**config.mk**
```make
export PLATFORM = sky130hd
export DESIGN_NAME = fpusc_core
export DESIGN_NICKNAME = d
export VERILOG_FILES = /design/src/fpusc_pkg.sv /design/src/fpusc_core.sv /design/src/fpusc_ptr_mem.sv
export SDC_FILE = /design/constraint.sdc
export NUM_CORES = 1
export LEC_CHECK = 0
export BUFFER_PORTS_ARGS = -buffer_cell sky130_fd_sc_hd__buf_4
export CAP_MARGIN = 20
export CORE_MARGIN = 2
export CORE_UTILIZATION = 55
export DETAILED_ROUTE_END_ITERATION = 8
export GPL_ROUTABILITY_DRIVEN = 0
export PLACE_DENSITY = 0.85
export SYNTH_ARGS = -nofsm -noshare
export SYNTH_HDL_FRONTEND = slang
export SYNTH_SLANG_ARGS = --single-unit
```
**constraint.sdc**
```tcl
create_clock -name core_clk -period 6.3 [get_ports core_clk]
set_input_delay 0.945 -clock core_clk [delete_from_list [all_inputs] [get_ports core_clk]]
set_output_delay 0.945 -clock core_clk [all_outputs]
set_load 0.01 [all_outputs]
```
**src/fpusc_pkg.sv**
```systemverilog
// Package: status, control and exception constants for the coprocessor status unit
package fpusc_pkg;

  // ****************************************
  // Status word layout
  // ****************************************
  localparam int SW_BUSY_BIT = 15;
  localparam int SW_TOP_HI   = 14;
  localparam int SW_TOP_LO   = 12;
  localparam int SW_C3_BIT   = 11;
  localparam int SW_C2_BIT   = 10;
  localparam int SW_C1_BIT   = 9;
  localparam int SW_C0_BIT   = 8;
  localparam int SW_IR_BIT   = 7;
  localparam logic [15:0] SW_RESET = 16'h0000;

  // ****************************************
  // Control word layout
  // ****************************************
  localparam int CW_GMASK_BIT = 7;
  localparam int CW_PREC_LO   = 8;
  localparam int CW_RND_LO    = 10;
  localparam int CW_INF_BIT   = 12;
  localparam logic [15:0] CW_RESET = 16'h03bf;
  localparam logic [15:0] CW_WRITE_MASK = 16'h1fbf;

  // ****************************************
  // Exception flag positions
  // ****************************************
  localparam int EXC_INVALID   = 0;
  localparam int EXC_DENORMAL  = 1;
  localparam int EXC_ZERO_DIV  = 2;
  localparam int EXC_OVERFLOW  = 3;
  localparam int EXC_UNDERFLOW = 4;
  localparam int EXC_PRECISION = 5;

  // ****************************************
  // Commands from the instruction stream
  // ****************************************
  typedef enum logic [3:0] {
    FPUSC_CMD_NOP     = 4'h0,
    FPUSC_CMD_LOAD_CW = 4'h1,
    FPUSC_CMD_CLR_EXC = 4'h2,
    FPUSC_CMD_STORE   = 4'h3,
    FPUSC_CMD_PUSH    = 4'h4,
    FPUSC_CMD_POP     = 4'h5,
    FPUSC_CMD_COMPARE = 4'h6,
    FPUSC_CMD_PREM    = 4'h7,
    FPUSC_CMD_EXAMINE = 4'h8,
    FPUSC_CMD_ARITH   = 4'h9
  } fpusc_cmd_t;

  // Compare outcome from the datapath
  typedef enum logic [1:0] {
    FPUSC_CMP_GT  = 2'h0,
    FPUSC_CMP_LT  = 2'h1,
    FPUSC_CMP_EQ  = 2'h2,
    FPUSC_CMP_UNO = 2'h3
  } fpusc_cmp_t;

  // Remainder dividend range
  typedef enum logic [1:0] {
    FPUSC_RNG_LT2 = 2'h0,
    FPUSC_RNG_LT4 = 2'h1,
    FPUSC_RNG_GE4 = 2'h2
  } fpusc_rng_t;

  // Operand class for examine
  typedef enum logic [2:0] {
    FPUSC_CLS_UNNORM = 3'h0,
    FPUSC_CLS_INVAL0 = 3'h1,
    FPUSC_CLS_NORMAL = 3'h2,
    FPUSC_CLS_INF    = 3'h3,
    FPUSC_CLS_ZERO   = 3'h4,
    FPUSC_CLS_EMPTY  = 3'h5,
    FPUSC_CLS_INVAL1 = 3'h6
  } fpusc_cls_t;

  // Masked invalid fix-up applied to the result
  typedef enum logic [1:0] {
    FPUSC_FIX_NONE  = 2'h0,
    FPUSC_FIX_QNAN  = 2'h1,
    FPUSC_FIX_PROP  = 2'h2
  } fpusc_fix_t;

  // Execution state
  typedef enum logic {
    FPUSC_ST_IDLE = 1'b0,
    FPUSC_ST_RUN  = 1'b1
  } fpusc_state_t;

  // Saved pointer entries
  localparam logic [1:0] PTR_INSTR   = 2'h0;
  localparam logic [1:0] PTR_OPERAND = 2'h1;
  localparam logic [1:0] PTR_OPCODE  = 2'h2;
  localparam int PTR_W = 20;

endpackage

```
**src/fpusc_core.sv**
```systemverilog
// Status word, control word and exception logic of the numeric coprocessor
//
// Function
// RULE_01: Status bit 15 is one while executing or interrupt pending, else zero.
// RULE_02: Front-unit status and control instructions never set the busy bit.
// RULE_03: Status bits 14-12 hold the three-bit stack top pointer.
// RULE_04: Status bit 7 set when any flag is set with its mask clear.
// RULE_05: Status bits 5-0 are exception flags set on detected exceptions.
// RULE_06: Every math instruction saves instruction address, operand address and opcode; the operand address is saved only when cmd_has_mem is set.
// RULE_07: Compare and test write C3,C2,C0 by outcome; C1 kept.
// RULE_08: Remainder complete: C2 zero, C3 C1 C0 take quotient bits 1,0,2.
// RULE_09: Examine writes class code into C3..C0 with sign in C1.
// RULE_10: Remainder keeps C3,C1 below twice modulus; C3 below four times.
// RULE_11: Control bits 5-0 mask exceptions; bit 7 masks all interrupts.
// RULE_12: Control bits 9-8 select internal precision.
// RULE_13: Control bits 11-10 select the rounding mode.
// RULE_14: A control bit selects affine or projective infinity closure.
// RULE_15: Unmasked exception raises interrupt when the general mask allows.
// RULE_16: With interrupts disabled, execution continues regardless of pending flags.
// RULE_17: Masked exception still sets its flag and applies default fix-up.
// RULE_18: Invalid raised on stack overflow, underflow, indeterminate form, NaN operand.
// RULE_19: Masked invalid gives default quiet NaN or propagates a NaN operand.
// RULE_20: Host loads the control word; new settings apply from then on.
// RULE_21: Push decrements top before write; pop increments top after read.
// RULE_22: External busy output asserts when the execution unit starts.
// RULE_23: Flags stay set until cleared; interrupt bit follows flags and masks.
`timescale 1ns/1ns
module fpusc_core (
  input  wire logic                 core_clk,
  input  wire logic                 reset_n,
  input  wire logic                 cmd_valid,
  input  wire fpusc_pkg::fpusc_cmd_t cmd_op,
  input  wire logic [15:0]          cmd_data,
  input  wire logic                 cmd_has_mem,
  input  wire logic [19:0]          cmd_instr_addr,
  input  wire logic [19:0]          cmd_opnd_addr,
  input  wire logic [10:0]          cmd_opcode,
  input  wire logic                 exec_done,
  input  wire logic [5:0]           exec_exc,
  input  wire logic                 exec_nan_operand,
  input  wire fpusc_pkg::fpusc_cmp_t cmp_result,
  input  wire logic                 rem_complete,
  input  wire fpusc_pkg::fpusc_rng_t rem_range,
  input  wire logic [2:0]           rem_quot,
  input  wire fpusc_pkg::fpusc_cls_t exam_class,
  input  wire logic                 exam_sign,
  input  wire logic [1:0]           ptr_rd_sel,
  output logic [15:0]               status_word_q,
  output logic [15:0]               control_word_q,
  output logic                      busy_pin_q,
  output logic                      int_pin_q,
  output fpusc_pkg::fpusc_fix_t     nan_fixup_q,
  output logic [19:0]               ptr_rd_data_q
);
  import fpusc_pkg::*;

  // ****************************************
  // Declarations
  // ****************************************
  fpusc_state_t state_q, state_d;
  fpusc_cmd_t   op_q, op_d;
  logic [2:0]   top_q, top_d;
  logic [7:0]   occ_q, occ_d;
  logic [5:0]   flags_q, flags_d;
  logic [3:0]   cc_q, cc_d;
  logic [15:0]  cw_q, cw_d;
  logic         busy_pin_d, int_pin_d;
  fpusc_fix_t   fix_q, fix_d;
  logic         ir_now;
  logic         front_cmd, exec_cmd, exec_take;
  logic [5:0]   new_exc;
  logic [2:0]   top_dec, top_inc;

  // ****************************************
  // Functions
  // ****************************************
  // Class code {C3,C2,C1,C0} with sign into C1
  function automatic logic [3:0] exam_code(input fpusc_cls_t cls, input logic sgn);
    logic [3:0] code;
    code = 4'h0;
    case (cls)
      FPUSC_CLS_UNNORM: code = 4'h0;
      FPUSC_CLS_INVAL0: code = 4'h1;
      FPUSC_CLS_NORMAL: code = 4'h4;
      FPUSC_CLS_INF:    code = 4'h5;
      FPUSC_CLS_ZERO:   code = 4'h8;
      FPUSC_CLS_EMPTY:  code = 4'h9;
      FPUSC_CLS_INVAL1: code = 4'hc;
      default:          code = 4'h9;
    endcase
    return {code[3:2], sgn, code[0]};
  endfunction

  // Pending request: a flag whose mask bit is clear
  function automatic logic pending(input logic [5:0] flg, input logic [15:0] cw);
    return |(flg & ~cw[5:0]);
  endfunction

  // ****************************************
  // Command decode
  // ****************************************
  assign front_cmd = cmd_valid && (cmd_op == FPUSC_CMD_LOAD_CW || cmd_op == FPUSC_CMD_CLR_EXC
                     || cmd_op == FPUSC_CMD_STORE);
  assign exec_cmd  = cmd_valid && (cmd_op == FPUSC_CMD_PUSH || cmd_op == FPUSC_CMD_POP
                     || cmd_op == FPUSC_CMD_COMPARE || cmd_op == FPUSC_CMD_PREM
                     || cmd_op == FPUSC_CMD_EXAMINE || cmd_op == FPUSC_CMD_ARITH);
  // Start never waits on flags or masks
  assign exec_take = exec_cmd && (state_q == FPUSC_ST_IDLE); // RULE_16
  assign top_dec   = top_q - 3'h1;
  assign top_inc   = top_q + 3'h1;

  // ****************************************
  // Execution state, stack top and occupancy
  // ****************************************
  // Run from accepted start to completion pulse
  always_comb begin
    state_d = state_q;
    op_d    = op_q;
    top_d   = top_q;
    occ_d   = occ_q;
    case (state_q)
      FPUSC_ST_IDLE: begin
        if (exec_take) begin
          state_d = FPUSC_ST_RUN; // RULE_22
          op_d    = cmd_op;
          if (cmd_op == FPUSC_CMD_PUSH) begin
            top_d        = top_dec; // RULE_21
            occ_d[top_dec] = 1'b1;
          end
        end
      end
      FPUSC_ST_RUN: begin
        if (exec_done) begin
          state_d = FPUSC_ST_IDLE;
          if (op_q == FPUSC_CMD_POP) begin
            occ_d[top_q] = 1'b0;
            top_d        = top_inc; // RULE_21
          end
        end
      end
      default: begin
        state_d = FPUSC_ST_IDLE;
      end
    endcase
  end

  always_ff @(posedge core_clk or negedge reset_n) begin
    if (!reset_n) begin
      state_q <= FPUSC_ST_IDLE;
      op_q    <= FPUSC_CMD_NOP;
      top_q   <= 3'h0;
      occ_q   <= 8'h00;
    end else begin
      state_q <= state_d;
      op_q    <= op_d;
      top_q   <= top_d;
      occ_q   <= occ_d;
    end
  end

  // ****************************************
  // Exception flags and fix-up
  // ****************************************
  // Collect stack faults at start, datapath faults at completion
  always_comb begin
    new_exc = 6'h00;
    fix_d   = fix_q;
    if (exec_take) begin
      fix_d = FPUSC_FIX_NONE;
      if (cmd_op == FPUSC_CMD_PUSH && occ_q[top_dec]) begin
        new_exc[EXC_INVALID] = 1'b1; // RULE_18
      end
      if (cmd_op == FPUSC_CMD_POP && !occ_q[top_q]) begin
        new_exc[EXC_INVALID] = 1'b1; // RULE_18
      end
    end
    if (state_q == FPUSC_ST_RUN && exec_done) begin
      new_exc = new_exc | exec_exc; // RULE_05 RULE_18
    end
    if (new_exc[EXC_INVALID] && cw_q[EXC_INVALID]) begin
      fix_d = (exec_nan_operand && state_q == FPUSC_ST_RUN) ? FPUSC_FIX_PROP
              : FPUSC_FIX_QNAN; // RULE_17 RULE_19
    end
    // New events win over a clear in the same cycle
    flags_d = flags_q & ~((front_cmd && cmd_op == FPUSC_CMD_CLR_EXC) ? 6'h3f : 6'h00);
    flags_d = flags_d | new_exc; // RULE_17 RULE_23
  end

  always_ff @(posedge core_clk or negedge reset_n) begin
    if (!reset_n) begin
      flags_q <= 6'h00;
      fix_q   <= FPUSC_FIX_NONE;
    end else begin
      flags_q <= flags_d;
      fix_q   <= fix_d;
    end
  end

  // ****************************************
  // Condition codes
  // ****************************************
  // Bits held as {C3,C2,C1,C0}
  always_comb begin
    cc_d = cc_q;
    if (state_q == FPUSC_ST_RUN && exec_done) begin
      case (op_q)
        FPUSC_CMD_COMPARE: begin
          case (cmp_result)
            FPUSC_CMP_GT: cc_d = {1'b0, 1'b0, cc_q[1], 1'b0}; // RULE_07
            FPUSC_CMP_LT: cc_d = {1'b0, 1'b0, cc_q[1], 1'b1}; // RULE_07
            FPUSC_CMP_EQ: cc_d = {1'b1, 1'b0, cc_q[1], 1'b0}; // RULE_07
            default:      cc_d = {1'b1, 1'b1, cc_q[1], 1'b1}; // RULE_07
          endcase
        end
        FPUSC_CMD_PREM: begin
          if (rem_complete) begin
            cc_d[2] = 1'b0; // RULE_08
            cc_d[0] = rem_quot[2]; // RULE_08
            if (rem_range == FPUSC_RNG_GE4) begin
              cc_d[3] = rem_quot[1]; // RULE_08
              cc_d[1] = rem_quot[0]; // RULE_08
            end else if (rem_range == FPUSC_RNG_LT4) begin
              cc_d[1] = rem_quot[0]; // RULE_10
            end
          end else begin
            cc_d[2] = 1'b1; // RULE_08
          end
        end
        FPUSC_CMD_EXAMINE: cc_d = exam_code(exam_class, exam_sign); // RULE_09
        default: cc_d = cc_q;
      endcase
    end
  end

  always_ff @(posedge core_clk or negedge reset_n) begin
    if (!reset_n) begin
      cc_q <= 4'h0;
    end else begin
      cc_q <= cc_d;
    end
  end

  // ****************************************
  // Control word and output pins
  // ****************************************
  // Load from host; fields feed the datapath directly
  always_comb begin
    cw_d = cw_q;
    if (front_cmd && cmd_op == FPUSC_CMD_LOAD_CW) begin
      cw_d = cmd_data & CW_WRITE_MASK; // RULE_20 RULE_11 RULE_12 RULE_13 RULE_14
    end
    ir_now     = pending(flags_d, cw_d); // RULE_04 RULE_23
    int_pin_d  = ir_now && !cw_d[CW_GMASK_BIT]; // RULE_15 RULE_11
    busy_pin_d = (state_d == FPUSC_ST_RUN); // RULE_22 RULE_02
  end

  always_ff @(posedge core_clk or negedge reset_n) begin
    if (!reset_n) begin
      cw_q       <= CW_RESET;
      int_pin_q  <= 1'b0;
      busy_pin_q <= 1'b0;
    end else begin
      cw_q       <= cw_d;
      int_pin_q  <= int_pin_d;
      busy_pin_q <= busy_pin_d;
    end
  end

  // ****************************************
  // Status word assembly
  // ****************************************
  // Busy covers execution and pending request
  always_ff @(posedge core_clk or negedge reset_n) begin
    if (!reset_n) begin
      status_word_q <= SW_RESET;
    end else begin
      status_word_q <= {busy_pin_d | ir_now, top_d, cc_d[3:0], ir_now, 1'b0, flags_d};
    end
  end // RULE_01 RULE_03 RULE_04 RULE_05

  assign control_word_q = cw_q;
  assign nan_fixup_q    = fix_q;

  // ****************************************
  // Saved pointers
  // ****************************************
  // Captured on every accepted math instruction; operand address only when cmd_has_mem is set
  fpusc_ptr_mem u_ptr_mem (
    .core_clk   (core_clk),
    .reset_n    (reset_n),
    .wr_en      (exec_take), // RULE_06
    .wr_opnd_en (cmd_has_mem),
    .wr_instr   (cmd_instr_addr),
    .wr_opnd    (cmd_opnd_addr),
    .wr_opcode  (cmd_opcode),
    .rd_sel     (ptr_rd_sel),
    .rd_data_q  (ptr_rd_data_q)
  );
endmodule

```
**src/fpusc_ptr_mem.sv**
```systemverilog
// Saved instruction address, operand address and opcode store
`timescale 1ns/1ns
module fpusc_ptr_mem (
  input  wire logic              core_clk,
  input  wire logic              reset_n,
  input  wire logic              wr_en,
  input  wire logic              wr_opnd_en,
  input  wire logic [19:0]       wr_instr,
  input  wire logic [19:0]       wr_opnd,
  input  wire logic [10:0]       wr_opcode,
  input  wire logic [1:0]        rd_sel,
  output logic      [19:0]       rd_data_q
);
  import fpusc_pkg::*;

  logic [19:0] mem_q [0:2];
  logic [19:0] mem_d [0:2];
  logic [19:0] rd_data_d;

  // Next contents and read word
  always_comb begin
    mem_d[0] = mem_q[0];
    mem_d[1] = mem_q[1];
    mem_d[2] = mem_q[2];
    if (wr_en) begin
      mem_d[PTR_INSTR]  = wr_instr;
      mem_d[PTR_OPCODE] = {9'h000, wr_opcode};
      if (wr_opnd_en) begin
        mem_d[PTR_OPERAND] = wr_opnd;
      end
    end
    rd_data_d = (rd_sel == 2'h3) ? 20'h00000 : mem_q[rd_sel];
  end

  // Storage and registered read port
  always_ff @(posedge core_clk or negedge reset_n) begin
    if (!reset_n) begin
      mem_q[0]  <= 20'h00000;
      mem_q[1]  <= 20'h00000;
      mem_q[2]  <= 20'h00000;
      rd_data_q <= 20'h00000;
    end else begin
      mem_q[0]  <= mem_d[0];
      mem_q[1]  <= mem_d[1];
      mem_q[2]  <= mem_d[2];
      rd_data_q <= rd_data_d;
    end
  end

endmodule

```
* Word level (Yosys, flattened, before mapping)
Index checks and enable logic that the tools add are counted.
** Storage, ports and cells
- Register bits after elaboration :: 127
- Output and inout bits :: 56
** Cells by class
- $add $sub $neg :: 2
- $lt $le $gt $ge :: 5
- Eq/ne operators :: 27
- Muxes and demuxes :: 44
- Bitwise gates (word level) :: 12
- Reduce and logical (&&, ||, !) cells :: 29
** Operator list (number)
- 20-bit two-way mux :: 3
- 20-bit binary-select mux with 2-bit select :: 1
- 8-bit two-way mux :: 5
- 4-bit by 3-bit == test with 1-bit output (second input constant) :: 7
- 4-bit one-hot mux with 3 select lines :: 2
- 4-bit one-hot mux with 6 select lines :: 1
- 8-bit one-hot mux with 2 select lines :: 1
- 1-bit two-way mux :: 14
- 1-bit logical AND :: 13
- 6-bit bitwise AND :: 2
- 4-bit == test (second input constant) :: 3
- 3-bit two-way mux :: 4
- 6-bit two-way mux :: 2
- 6-bit NOT :: 2
- 8-bit bitwise AND :: 1
- 4-bit by 2-bit == test with 1-bit output (second input constant) :: 2
- 3-bit by 4-bit less-than comparator with 1-bit output (second input constant) :: 2
- 2-bit two-way mux :: 4
- 8-bit NOT :: 1
- 8-bit bitwise OR :: 1
- 1-bit logical OR :: 7
- 1-bit binary-select mux with 3-bit select :: 2
- 1-bit demux with 3-bit select :: 2
- 2-bit == test (second input constant) :: 3
- other kinds (26) :: 34

* Logic depth before layout (Yosys ltp)
Gate-level depths: netlist of run 1.
- Depth after elaboration :: 15
- Gate-level depth with buffers :: 8

* Hierarchy
Synthesis of run 1 repeated with hierarchy kept, for this count alone.
** Unflattened totals
- Cells, all modules :: 400
- Area, all modules :: 5008.6 um^2
** Modules (own cells, without submodules)
- fpusc_ptr_mem :: times used 1, cells each 174, area each 2742.6 um^2, sequential area each 1776.7 um^2
- fpusc_core :: times used 1, cells each 226, area each 2265.9 um^2, sequential area each 1087.3 um^2

* Least setup slack after synthesis of run 1
No wires, ideal clock.
- Kind :: input port to flip-flop
- Start point :: input cmd_op[2]
- End point :: register u_ptr_mem.mem_q[20] in the netlist's numbering
- Library setup time :: 0.125 ns
- Arrival :: 2.136 ns
- Data required time :: 6.175 ns
- Slack :: 4.039 ns
- Stages on the path :: 6
- Path buffers :: 1
- Cell sequence :: nor2b_1 > o21ai_0 > nor2_2 > nand2_1 > buf_2 > mux2_2
** On the way
- Word-level cells in the longest chain between the ends :: 9
** Ends and longest elaborated chain
- start: declaration :: line fpusc_core.sv:32 : input wire fpusc_pkg::fpusc_cmd_t cmd_op,
- 4-bit by 3-bit == test with 1-bit output :: line fpusc_core.sv:104 : assign exec_cmd = cmd_valid && (cmd_op == FPUSC_CMD_PUSH || cmd_op == FPUSC_CMD_POP
- 1-bit logical OR :: line fpusc_core.sv:104
- 1-bit logical OR (2 in a row) :: line fpusc_core.sv:105 : || cmd_op == FPUSC_CMD_COMPARE || cmd_op == FPUSC_CMD_PREM
- 1-bit logical OR :: line fpusc_core.sv:106 : || cmd_op == FPUSC_CMD_EXAMINE || cmd_op == FPUSC_CMD_ARITH);
- 1-bit logical OR (*) :: line fpusc_core.sv:106
- 1-bit logical AND (*) :: line fpusc_core.sv:104
- 1-bit logical AND (*) :: line fpusc_core.sv:108 : assign exec_take = exec_cmd && (state_q == FPUSC_ST_IDLE);
- 2-bit AND reduction (no line) (*)
- end: declaration :: line fpusc_ptr_mem.sv:16 : logic [19:0] mem_q [0:2];
Mark *: on every way between the ends. The rest lies on a longest branch, timed or not.
A chain may end at the register's enable or synchronous reset.

* Final worst setup path of run 1
- Start point :: input cmd_op[2]
- End point :: register u_ptr_mem.mem_q[31] in the netlist's numbering
The elaborated chain is that of the path after synthesis.

==> impl_metrics.tcl, run 1 <==
set metrics [dict create \
    yosys.area.top_type "dfrtp_1" \
    r2r-start "top_q[0]" \
    r2r-end "status_word_q[15]" \
    p_int_w 0.00195 \
    nets 711 \
    drt_pass1_iterations 6 \
    power_leakage_nw 3.35 \
    clk_pin_slew_ns 0.06 \
    die_y_um 99.5 \
    cts_htree_levels 4 \
    maxCapViolCount 0 \
    ir_worst_vdd_uv 224 \
    layout_min_cycle_time_ns 2.76 \
    antenna_cells 0 \
    p_total_w 0.00282 \
    rsz0062_at_grt "no" \
    wl_per_cell_um 16.3 \
    postCtsHoldBufs 0 \
    rrSetupSlack_ns 3.66 \
    crit_path_end_kind "register" \
    setup_viol 0 \
    cpMostUsedCell "buf_4" \
    n_fill_cell 580 \
    area_growth_pct 33.6 \
    ys_top_cells_by_area "dfrtp_1 52%, nand2_1 9.6%, mux2_2 6.5%, mux2i_1 5.4%, dfstp_2 4.7%" \
    ys.flop_type "dfrtp_1" \
    seq_area_frac_synth_pct 57.1 \
    ios 153 \
    crit_fanout 34 \
    overflow 0 \
    synth-edff-count 0 \
    cts_tree "built" \
    ant_nets 0 \
    cts_made_buffers 17 \
    critPathLaunchType "primary input" \
    arrival_ns 3.14 \
    hold_path.class "in -> async" \
    clk-insertion-delay-late_ns 0.51 \
    grt_pass1_vias 4191 \
    drc_errors 0 \
    finalHoldViolCount 0 \
    row_count 34 \
    drive_gt1_share_pct 35.8 \
    core-area_mm2 0.00881 \
    dieArea_mm2 0.00991 \
    fin_util_pct 76.2 \
    p_switching_w 0.000863 \
    ys_seq_elements 114 \
    period_share_pct 43.8 \
    cts.path.max_buffers 2 \
    postCtsSetupRepairBufs 0 \
    grt_max_degree 73 \
    worst_pin_slew_ns 0.886 \
    worstPathRequired_ns 6.68 \
    syn_inst 468 \
    swShare_pct 30.7 \
    hpwl_um 8190 \
    postSynthAreaPerCell_um2 10.7 \
    drt_iter0_markers 146 \
    io_buffers 143 \
    track_usage_pct 25.5 \
    setup_tns_ns 0 \
    cp-startpoint "cmd_op[2]" \
    p_comb_share_pct 26.1 \
    num_vias 4043 \
    antenna_found_initial 0 \
    slowest_delay_ns 0.61 \
    maxSlewViolCount 0 \
    fin_worst_skew_ns 0.0106 \
    power_frac_clock_pct 32.1 \
    cts_sinks 114 \
    die-width_um 99.5 \
    regArea_mm2 0.00286 \
    critPathKind "in -> reg" \
    path_cells "buf_4, nor2b_1, o21ai_0, nor2_2, buf_4, nand2_1, mux2_2" \
    grt_first_pass_wirelength_um 19800 \
    async_flop_share_pct 100 \
    synth_top_cell_area_share_pct 52.4 \
    wirelength_um 12000 \
    netlist_area_mm2 0.00502 \
    synth.distinct_cells 48 \
    yosysWarningCount 0 \
    fmax_mhz 362 \
    multi_input_area_mm2 0.00200 \
    status "completed" \
    crit_path_top_delay_cell "nand2_1" \
    p_per_area_mw_per_mm2 420 \
    start_util_pct 57.0 \
    crit_end "u_ptr_mem.mem_q[31]" \
    power_frac_seq_pct 41.8 \
    vias_per_cell 5.52 \
    clockRootBuffer "clkbuf_8" \
    cts-resized-gates 0 \
    slew_headroom_pct 40.8 \
    reg2reg_depth 7 \
]
-- final cells by class --
type	count	area share, %
clock inverter	12	2.00
timing repair buffer	146	16.3
inverter	12	0.672
sequential	114	42.7
tap	108	2.01
multi-input combinational	321	29.8
clock buffer	20	6.49
-- power by group through the flow --
stage	registers, W	clock network (W)	logic (W)
floorplan	0.00117	0	0.000419
global placement	0.00116	0	0.000703
detailed placement	0.00118	0	0.000731
CTS	0.00118	0.000914	0.000742
global route	0.00121	0.000955	0.000813
finish	0.00118	0.000904	0.000734
-- cells in the mapped netlist, drive strengths merged (2+ instances only) --
cell type,number
a21boi,2
a21oi,14
a22o,8
a22oi,3
a31oi,2
and2,4
buf,15
clkbuf,10
dfrtp,105
dfstp,9
ha,2
inv,12
mux2,31
mux2i,27
mux4,3
nand2,128
nand2b,4
nand3,8
nand3b,2
nand4b,3
nor2,18
nor2b,4
nor3,2
nor4b,2
o21ai,30
o31ai,2
o41ai,2
or3,2
xnor2,3
xor2,2
-- metal layers --
metal / up-vias / routed length, um / global-route usage (%)
li1: 1871 / - / -
met1: 1981 / 4910 / 33.0
met2: 163 / 6020 / 42.5
met3: 28 / 762 / 5.83
met4: 0 / 286 / 9.38
met5: - / 0 / 0
-- through the flow --
| stage | area, um2 | cells | hold WS (ns) | worst slack [ns] |
|---|---|---|---|---|
| global route | 6710 | 733 | 0.459 | 3.33 |
| floorplan | 5030 | 472 | 0.444 | 4.04 |
| CTS | 6710 | 733 | 0.444 | 3.55 |
| detailed placement | 6140 | 701 | 0.462 | 3.03 |
| finish | 6710 | 733 | 0.424 | 3.54 |
| global placement | 6140 | 701 | 0.456 | 3.09 |
-- registers in the layout, summed over array words and instances, names as in the netlist --
register / count
status_word_q: 5
u_ptr_mem.rd_data_q: 20
op_q: 4
cc_q: 3
control_word_q: 12
top_q: 2
nan_fixup_q: 2
busy_pin_q: 1
flags_q: 5
u_ptr_mem.mem_q: 51
occ_q: 8
int_pin_q: 1
-- layout by cell type, fill, tap and decap left out, drive strengths merged, types with 2 or more instances in the layout --
cell / synthesis / final
nor4b: 2 / 2
inv: 12 / 13
or3: 2 / 2
a22oi: 3 / 3
nor2: 18 / 18
o41ai: 2 / 2
nand3b: 2 / 2
dfstp: 9 / 9
xnor2: 3 / 3
clkinv: 0 / 7
o21ai: 30 / 30
nand2: 128 / 128
xor2: 2 / 2
a21oi: 14 / 14
a21boi: 2 / 2
buf: 15 / 146
a22o: 8 / 8
nor3: 2 / 2
a31oi: 2 / 2
mux2: 31 / 31
dfrtp: 105 / 105
nand3: 8 / 8
ha: 2 / 2
mux4: 3 / 3
nand4b: 3 / 3
mux2i: 27 / 27
and2: 4 / 4
nand2b: 4 / 4
clkbuf: 10 / 20
nor2b: 4 / 4
conb: 1 / 5
bufinv: 0 / 2
o31ai: 2 / 2
clkinvlp: 0 / 2
-- critical path: cells and delay by family --
family                 cells  cell delay [ns]
AOI/OAI and AO/OA          1             0.23
and+or+nand+nor            3             0.96
muxes                      1             0.51
buffers and inverters      2             0.47
-- worst min path at each step --
stage | from | end | slack (ns) | cells past startpoint
CTS | reset_n | u_ptr_mem.mem_q[24] | 0.44 | 1
detailed placement | u_ptr_mem.mem_q[49] | u_ptr_mem.mem_q[49] | 0.46 | 2
floorplan | u_ptr_mem.mem_q[20] | u_ptr_mem.rd_data_q[0] | 0.44 | 2
global placement | u_ptr_mem.mem_q[29] | u_ptr_mem.rd_data_q[9] | 0.46 | 2
finish | reset_n | u_ptr_mem.mem_q[24] | 0.42 | 1
global route | reset_n | u_ptr_mem.mem_q[24] | 0.46 | 1
-- cell families (layout without fill, tap and decap cells) --
| kind of cell | Yosys count | after routing | share of synthesized area (%) |
|---|---|---|---|
| XOR/XNOR | 5 | 5 | 0.873 |
| flip-flops | 114 | 114 | 57.1 |
| multiplexers | 61 | 61 | 13.8 |
| AO/OA/AOI/OAI | 68 | 68 | 8.53 |
| AND/OR/NAND/NOR | 180 | 180 | 15.8 |
| buffers and inverters | 37 | 190 | 3.44 |
| adder cells (fa/ha/maj) | 2 | 2 | 0.499 |
| other | 1 | 5 | 0.0747 |
(Power assumes the default switching activity.)
==> run 2, diff against run 1 <==
CORE_UTILIZATION = 46   (was 55)
PLACE_DENSITY = 0.76   (was 0.85)
clock period = 2.47 ns   (was 6.3 ns; I/O delays follow)
==> run 2 against run 1 <==
  * Sequential share of layout area shrank 1.4 points
  * Setup slack lost 3.4 ns
  * Critical endpoint is now int_pin_q
  * Combinational power grew to 2.7 times the previous value
  * Total power grew to 2.7 times the previous value
  * Sequential power grew 150%
  * Wire length grew 2.5%
==> impl_metrics.tcl, run 2 (synthesized netlist as in run 1, its figures left out) <==
set metrics [dict create \
    drive_gt1_share_pct 36.6 \
    maxCapViolCount 0 \
    io_buffers 143 \
    dp_cells 742 \
    hold_path.class "in -> reg" \
    fin_cells 774 \
    setup_tns_ns 0 \
    reg2reg_depth 7 \
    cts_htree_levels 4 \
    crit_path_end_kind "register" \
    ir_worst_vdd_uv 757 \
    worstHoldPathCells 3 \
    ios 153 \
    p_per_area_mw_per_mm2 1100 \
    largest_reg_flops 51 \
    r2r-end "int_pin_q" \
    vias_per_cell 5.13 \
    clk-insertion-delay-late_ns 0.52 \
    max_flop_register "u_ptr_mem.mem_q" \
    dieArea_mm2 0.0118 \
    grt_pass1_vias 4163 \
    cts.path.max_buffers 2 \
    drt_iter0_markers 229 \
    worst_hold_startpoint "cmd_instr_addr[8]" \
    critPathKind "reg -> reg" \
    die-width_um 108 \
    arrival_ns 2.65 \
    worstPathRequired_ns 2.83 \
    grt_max_degree 43 \
    final_common_cell "buf_4" \
    slew_headroom_pct 49.7 \
    cts_tree "built" \
    track_usage_pct 22.1 \
    layout_min_cycle_time_ns 2.29 \
    fin_worst_skew_ns 0.00725 \
    antenna_cells 0 \
    setup_viol 0 \
    rsz0062_at_grt "no" \
    clockRootBuffer "clkbuf_8" \
    finalHoldViolCount 0 \
    status "completed" \
    final_cell_mix "153 x buf_4, 128 x nand2_1, 105 x dfrtp_1" \
    drt_pass1_iterations 4 \
    ant_nets 0 \
    antenna_found_initial 0 \
    clk_pin_slew_ns 0.06 \
    power_leakage_nw 3.45 \
    grt_first_pass_wirelength_um 19700 \
    cts_sinks 114 \
    fmax_mhz 437 \
    wirelength_um 12300 \
    maxSlewViolCount 0 \
    start_util_pct 46.7 \
    area_growth_pct 38.2 \
    worst_pin_slew_ns 0.753 \
    min_to "u_ptr_mem.mem_q[48]" \
    nets 721 \
    drc_errors 0 \
    r2r-start "top_q[0]" \
    crit_fanout 7 \
    period_share_pct 92.6 \
    row_count 38 \
    whs_ns 0.0389 \
    rrSetupSlack_ns 0.18 \
    wl_per_cell_um 15.9 \
    num_vias 3969 \
    critPathLaunchType "register" \
    cts_made_buffers 17 \
    die_y_um 108 \
    core-area_mm2 0.0107 \
    overflow 0 \
    hpwl_um 8630 \
]
## run 2: changes by cell type in the layout (fill, tap and decap cells not counted), moves of 2 or more
cell / before / now
buf_12: 0 / 2
buf_4: 146 / 153
bufinv_16: 2 / 6
clkinv_4: 4 / 0
## run 2: timing repair
action,CTS,global route
hold endpoints to repair,33,0
resized for setup,0,0
setup endpoints to repair,0,0
hold buffers,1,0
setup buffers,0,0
## run 2: how the worst max path moves through the flow
| stage | start | endpoint | slack, ns | depth (start not counted) |
|---|---|---|---|---|
| final | top_q[0] | int_pin_q | 0.18 | 7 |
| after global placement | top_q[0] | int_pin_q | 0.29 | 7 |
| after CTS | top_q[0] | int_pin_q | 0.18 | 7 |
| after floorplan | top_q[0] | status_word_q[15] | 0.30 | 8 |
| after global routing | top_q[0] | status_word_q[15] | 0.06 | 7 |
| after detailed placement | top_q[0] | int_pin_q | 0.25 | 7 |
## run 2: stage by stage
stage	worst slack, ns	total power (W)	area [um2]	utilization (%)
after floorplan	0.299	0.00404	5030	-
after global placement	0.289	0.00482	6270	58.3
after detailed placement	0.252	0.00493	6270	58.3
after CTS	0.179	0.00769	6930	64.5
after global routing	0.0609	0.00805	6930	64.5
final	0.184	0.00764	6930	64.5
## run 2: area by class of cell
class / instances / area, um2
inverters: 12 / 45.0
flip-flops and latches: 114 / 2860
clock inverters: 10 / 205
clock buffers: 21 / 449
fillers: 860 / 3810
well taps: 140 / 175
repair buffers: 156 / 1200
multi-input cells: 321 / 2000
## run 2: routing by layer
layer | wire length, um | track usage [%] | share of wire [%]
met1 | 5080 | 26.7 | 41
met2 | 6170 | 36.5 | 50
met3 | 812 | 6.81 | 6.6
met4 | 233 | 9.43 | 1.9
met5 | 0 | 0 | 0
## run 2: worst max-delay path, cell delays in order, from the launching register on
cell	delay, ns
dfrtp_1	0.46
inv_1	0.16
ha_1	0.46
mux4_2	0.36
nand2_1	0.10
a21boi_2	0.08
o31ai_1	0.37
a31oi_1	0.14
## run 2: power by group
part	switching [W]	internal [W]	total, W
Sequential	0.000406	0.00254	0.00295
Clock	0.000825	0.00189	0.00271
Combinational	0.000957	0.00102	0.00198
==> run 3, diff against run 2 <==
SYNTH_HIERARCHICAL = 1   (was unset)
==> run 3 against run 2 <==
  * Maximum frequency rose by 4.5%
  * Global-route usage shrank 0.93 points
  * Setup slack better by 0.098 ns
  * Sequential cell count did not move
  * First-iteration DRC count fell by 16%
  * Critical path depth is the same
==> impl_metrics.tcl, run 3 <==
set metrics [dict create \
    fin_cells 712 \
    async_flop_share_pct 100 \
    finalHoldViolCount 0 \
    status "completed" \
    overflow 0 \
    drt_pass1_iterations 5 \
    die_y_um 108 \
    track_usage_pct 21.1 \
    ys_seq_elements 114 \
    core-area_mm2 0.0107 \
    p_per_area_mw_per_mm2 945 \
    cts_htree_levels 4 \
    num_vias 3736 \
    arrival_ns 2.61 \
    postCtsSetupRepairBufs 0 \
    postSynthAreaPerCell_um2 12.5 \
    grt_max_degree 115 \
    synth.distinct_cells 52 \
    clockRootBuffer "clkbuf_8" \
    io_buffers 143 \
    clk_pin_slew_ns 0.06 \
    dp_cells 679 \
    cts_made_buffers 17 \
    vias_per_cell 5.25 \
    hold_path.class "in -> reg" \
    r2r-end "int_pin_q" \
    pre_cts_slack_ns 0.315 \
    slowest_delay_ns 0.56 \
    r2r-start "top_q[1]" \
    grt_pass1_vias 4008 \
    max_flop_register "u_ptr_mem/mem_q" \
    maxSlewViolCount 0 \
    cts.path.max_buffers 2 \
    slew_headroom_pct 50.8 \
    rsz0062_at_grt "no" \
    period_share_pct 88.6 \
    ios 153 \
    wl_per_cell_um 16.0 \
    yosys.area.top_type "dfrtp_1" \
    path_cells "inv_1, ha_1, mux4_2, nand2_1, a2111oi_0, o21ai_0, a31oi_1" \
    fin_util_pct 63.6 \
    worst_hold_startpoint "cmd_opnd_addr[1]" \
    hpwl_um 7860 \
    critPathKind "reg -> reg" \
    worstHoldPathCells 2 \
    power_leakage_nw 3.21 \
    dieArea_mm2 0.0117 \
    antenna_cells 0 \
    worst_pin_slew_ns 0.732 \
    start_util_pct 46.6 \
    whs_ns 0.0729 \
    nets 658 \
    layout_min_cycle_time_ns 2.19 \
    rrSetupSlack_ns 0.28 \
    largest_reg_flops 51 \
    synth_common_cells "105 x dfrtp_1, 37 x mux2_2, 36 x nand2_1, 26 x mux2i_1, 20 x mux2_1" \
    die-width_um 108 \
    final_common_cell "buf_4" \
    seq_area_frac_synth_pct 57.2 \
    crit_fanout 5 \
    row_count 38 \
    netlist_area_mm2 0.00501 \
    synth_most_common_cell "dfrtp_1" \
    wirelength_um 11400 \
    crit_path_end_kind "register" \
    drc_errors 0 \
    setup_ws_ns 0.282 \
    fin_worst_skew_ns 0.00937 \
    ys_top_cells_by_area "dfrtp_1 52%, mux2_2 8.3%, mux2i_1 5.2%, dfstp_2 4.7%, mux2_1 4.5%" \
    critPathLaunchType "register" \
    grt_first_pass_wirelength_um 18900 \
    ant_nets 0 \
    drt_iter0_markers 192 \
    cts_tree "built" \
    reg2reg_depth 7 \
    crit_path_top_delay_cell "a2111oi_0" \
    setup_viol 0 \
    clk-insertion-delay-late_ns 0.50 \
    syn_inst 400 \
    antenna_found_initial 0 \
    synth_top_cell_area_share_pct 52.5 \
    worstPathRequired_ns 2.90 \
    ir_worst_vdd_uv 557 \
    drive_gt1_share_pct 41.4 \
    area_growth_pct 36.4 \
    cts_sinks 114 \
    min_to "u_ptr_mem/mem_q[21]" \
    yosysWarningCount 6 \
    ys.flop_type "dfrtp_1" \
    synth-edff-count 0 \
    fmax_mhz 457 \
    setup_tns_ns 0 \
    final_cell_mix "155 x buf_4, 105 x dfrtp_1, 37 x mux2_2" \
    maxCapViolCount 0 \
]
run 3: cell count changes in the layout (fill, tap and decap cells not counted), moves of 4 or more:
cell,change
bufinv_16,-5
inv_1,-4
mux2_1,+19
mux2_2,+8
nand2_1,-92
o21ai_0,-10
o2bb2ai_1,+10
run 3: worst max path at each step:
stage | startpoint | end | slack (ns)
after detailed placement | top_q[0] | int_pin_q | 0.31
after floorplan | top_q[1] | int_pin_q | 0.26
after CTS | top_q[1] | int_pin_q | 0.29
after global routing | top_q[0] | int_pin_q | 0.16
after global placement | cmd_op[2] | status_word_q[15] | 0.33
final | top_q[1] | int_pin_q | 0.28
run 3: worst max-delay path, delay by kind of cell, from the launching register on:
family / cells / cell delay, ns
and+or+nand+nor: 1 / 0.05
AOI/OAI and AO/OA: 3 / 1.03
muxes: 1 / 0.24
DFF: 1 / 0.39
buffers and inverters: 1 / 0.12
adders and majority gates: 1 / 0.30
run 3: layer usage:
metal / global-route usage [%] / wire [um]
met4: 8.70 / 194
met1: 25.0 / 4610
met5: 0 / 0
met3: 6.51 / 794
met2: 35.8 / 5800
run 3: report_power, final:
group	internal (W)	leakage (nW)	total [W]	switching, W
clock network	0.00146	0.272	0.00225	0.000790
logic	0.000853	1.57	0.00158	0.000729
registers	0.00234	1.37	0.00262	0.000279
total	0.00466	3.21	0.00645	0.00180
run 3: layout make-up:
cell class,count,area (um2)
clock buffer,27,502
clock inverter,5,52.6
fill,824,3910
inverter,8,30.0
multi-input combinational,261,2020
sequential,114,2860
tap,140,175
timing repair buffer,157,1190
run 3: what timing repair did:
action                                 in CTS  in global routing
gates resized for setup                     0                  0
endpoints found under the hold margin     105                  0
hold buffers                                1                  0
run 3: stage by stage:
step	power [W]	area, um2
3_3_place_gp	0.00417	6270
2_1_floorplan	0.00351	5020
6_report	0.00645	6830
5_1_grt	0.00682	6830
3_5_place_dp	0.00423	6270
4_1_cts	0.00652	6830
run 3: kinds of logic (layout without fill, tap and decap cells):
group / count (synthesis) / after routing / synth area share (%)
adder cells (fa/ha/maj): 2 / 2 / 0.500
buffers and inverters: 29 / 197 / 2.87
other: 1 / 5 / 0.0749
XOR/XNOR: 5 / 5 / 0.875
AO/OA/AOI/OAI: 74 / 74 / 10.8
AND/OR/NAND/NOR: 90 / 90 / 8.74
multiplexers: 85 / 85 / 18.9
flip-flops: 114 / 114 / 57.2
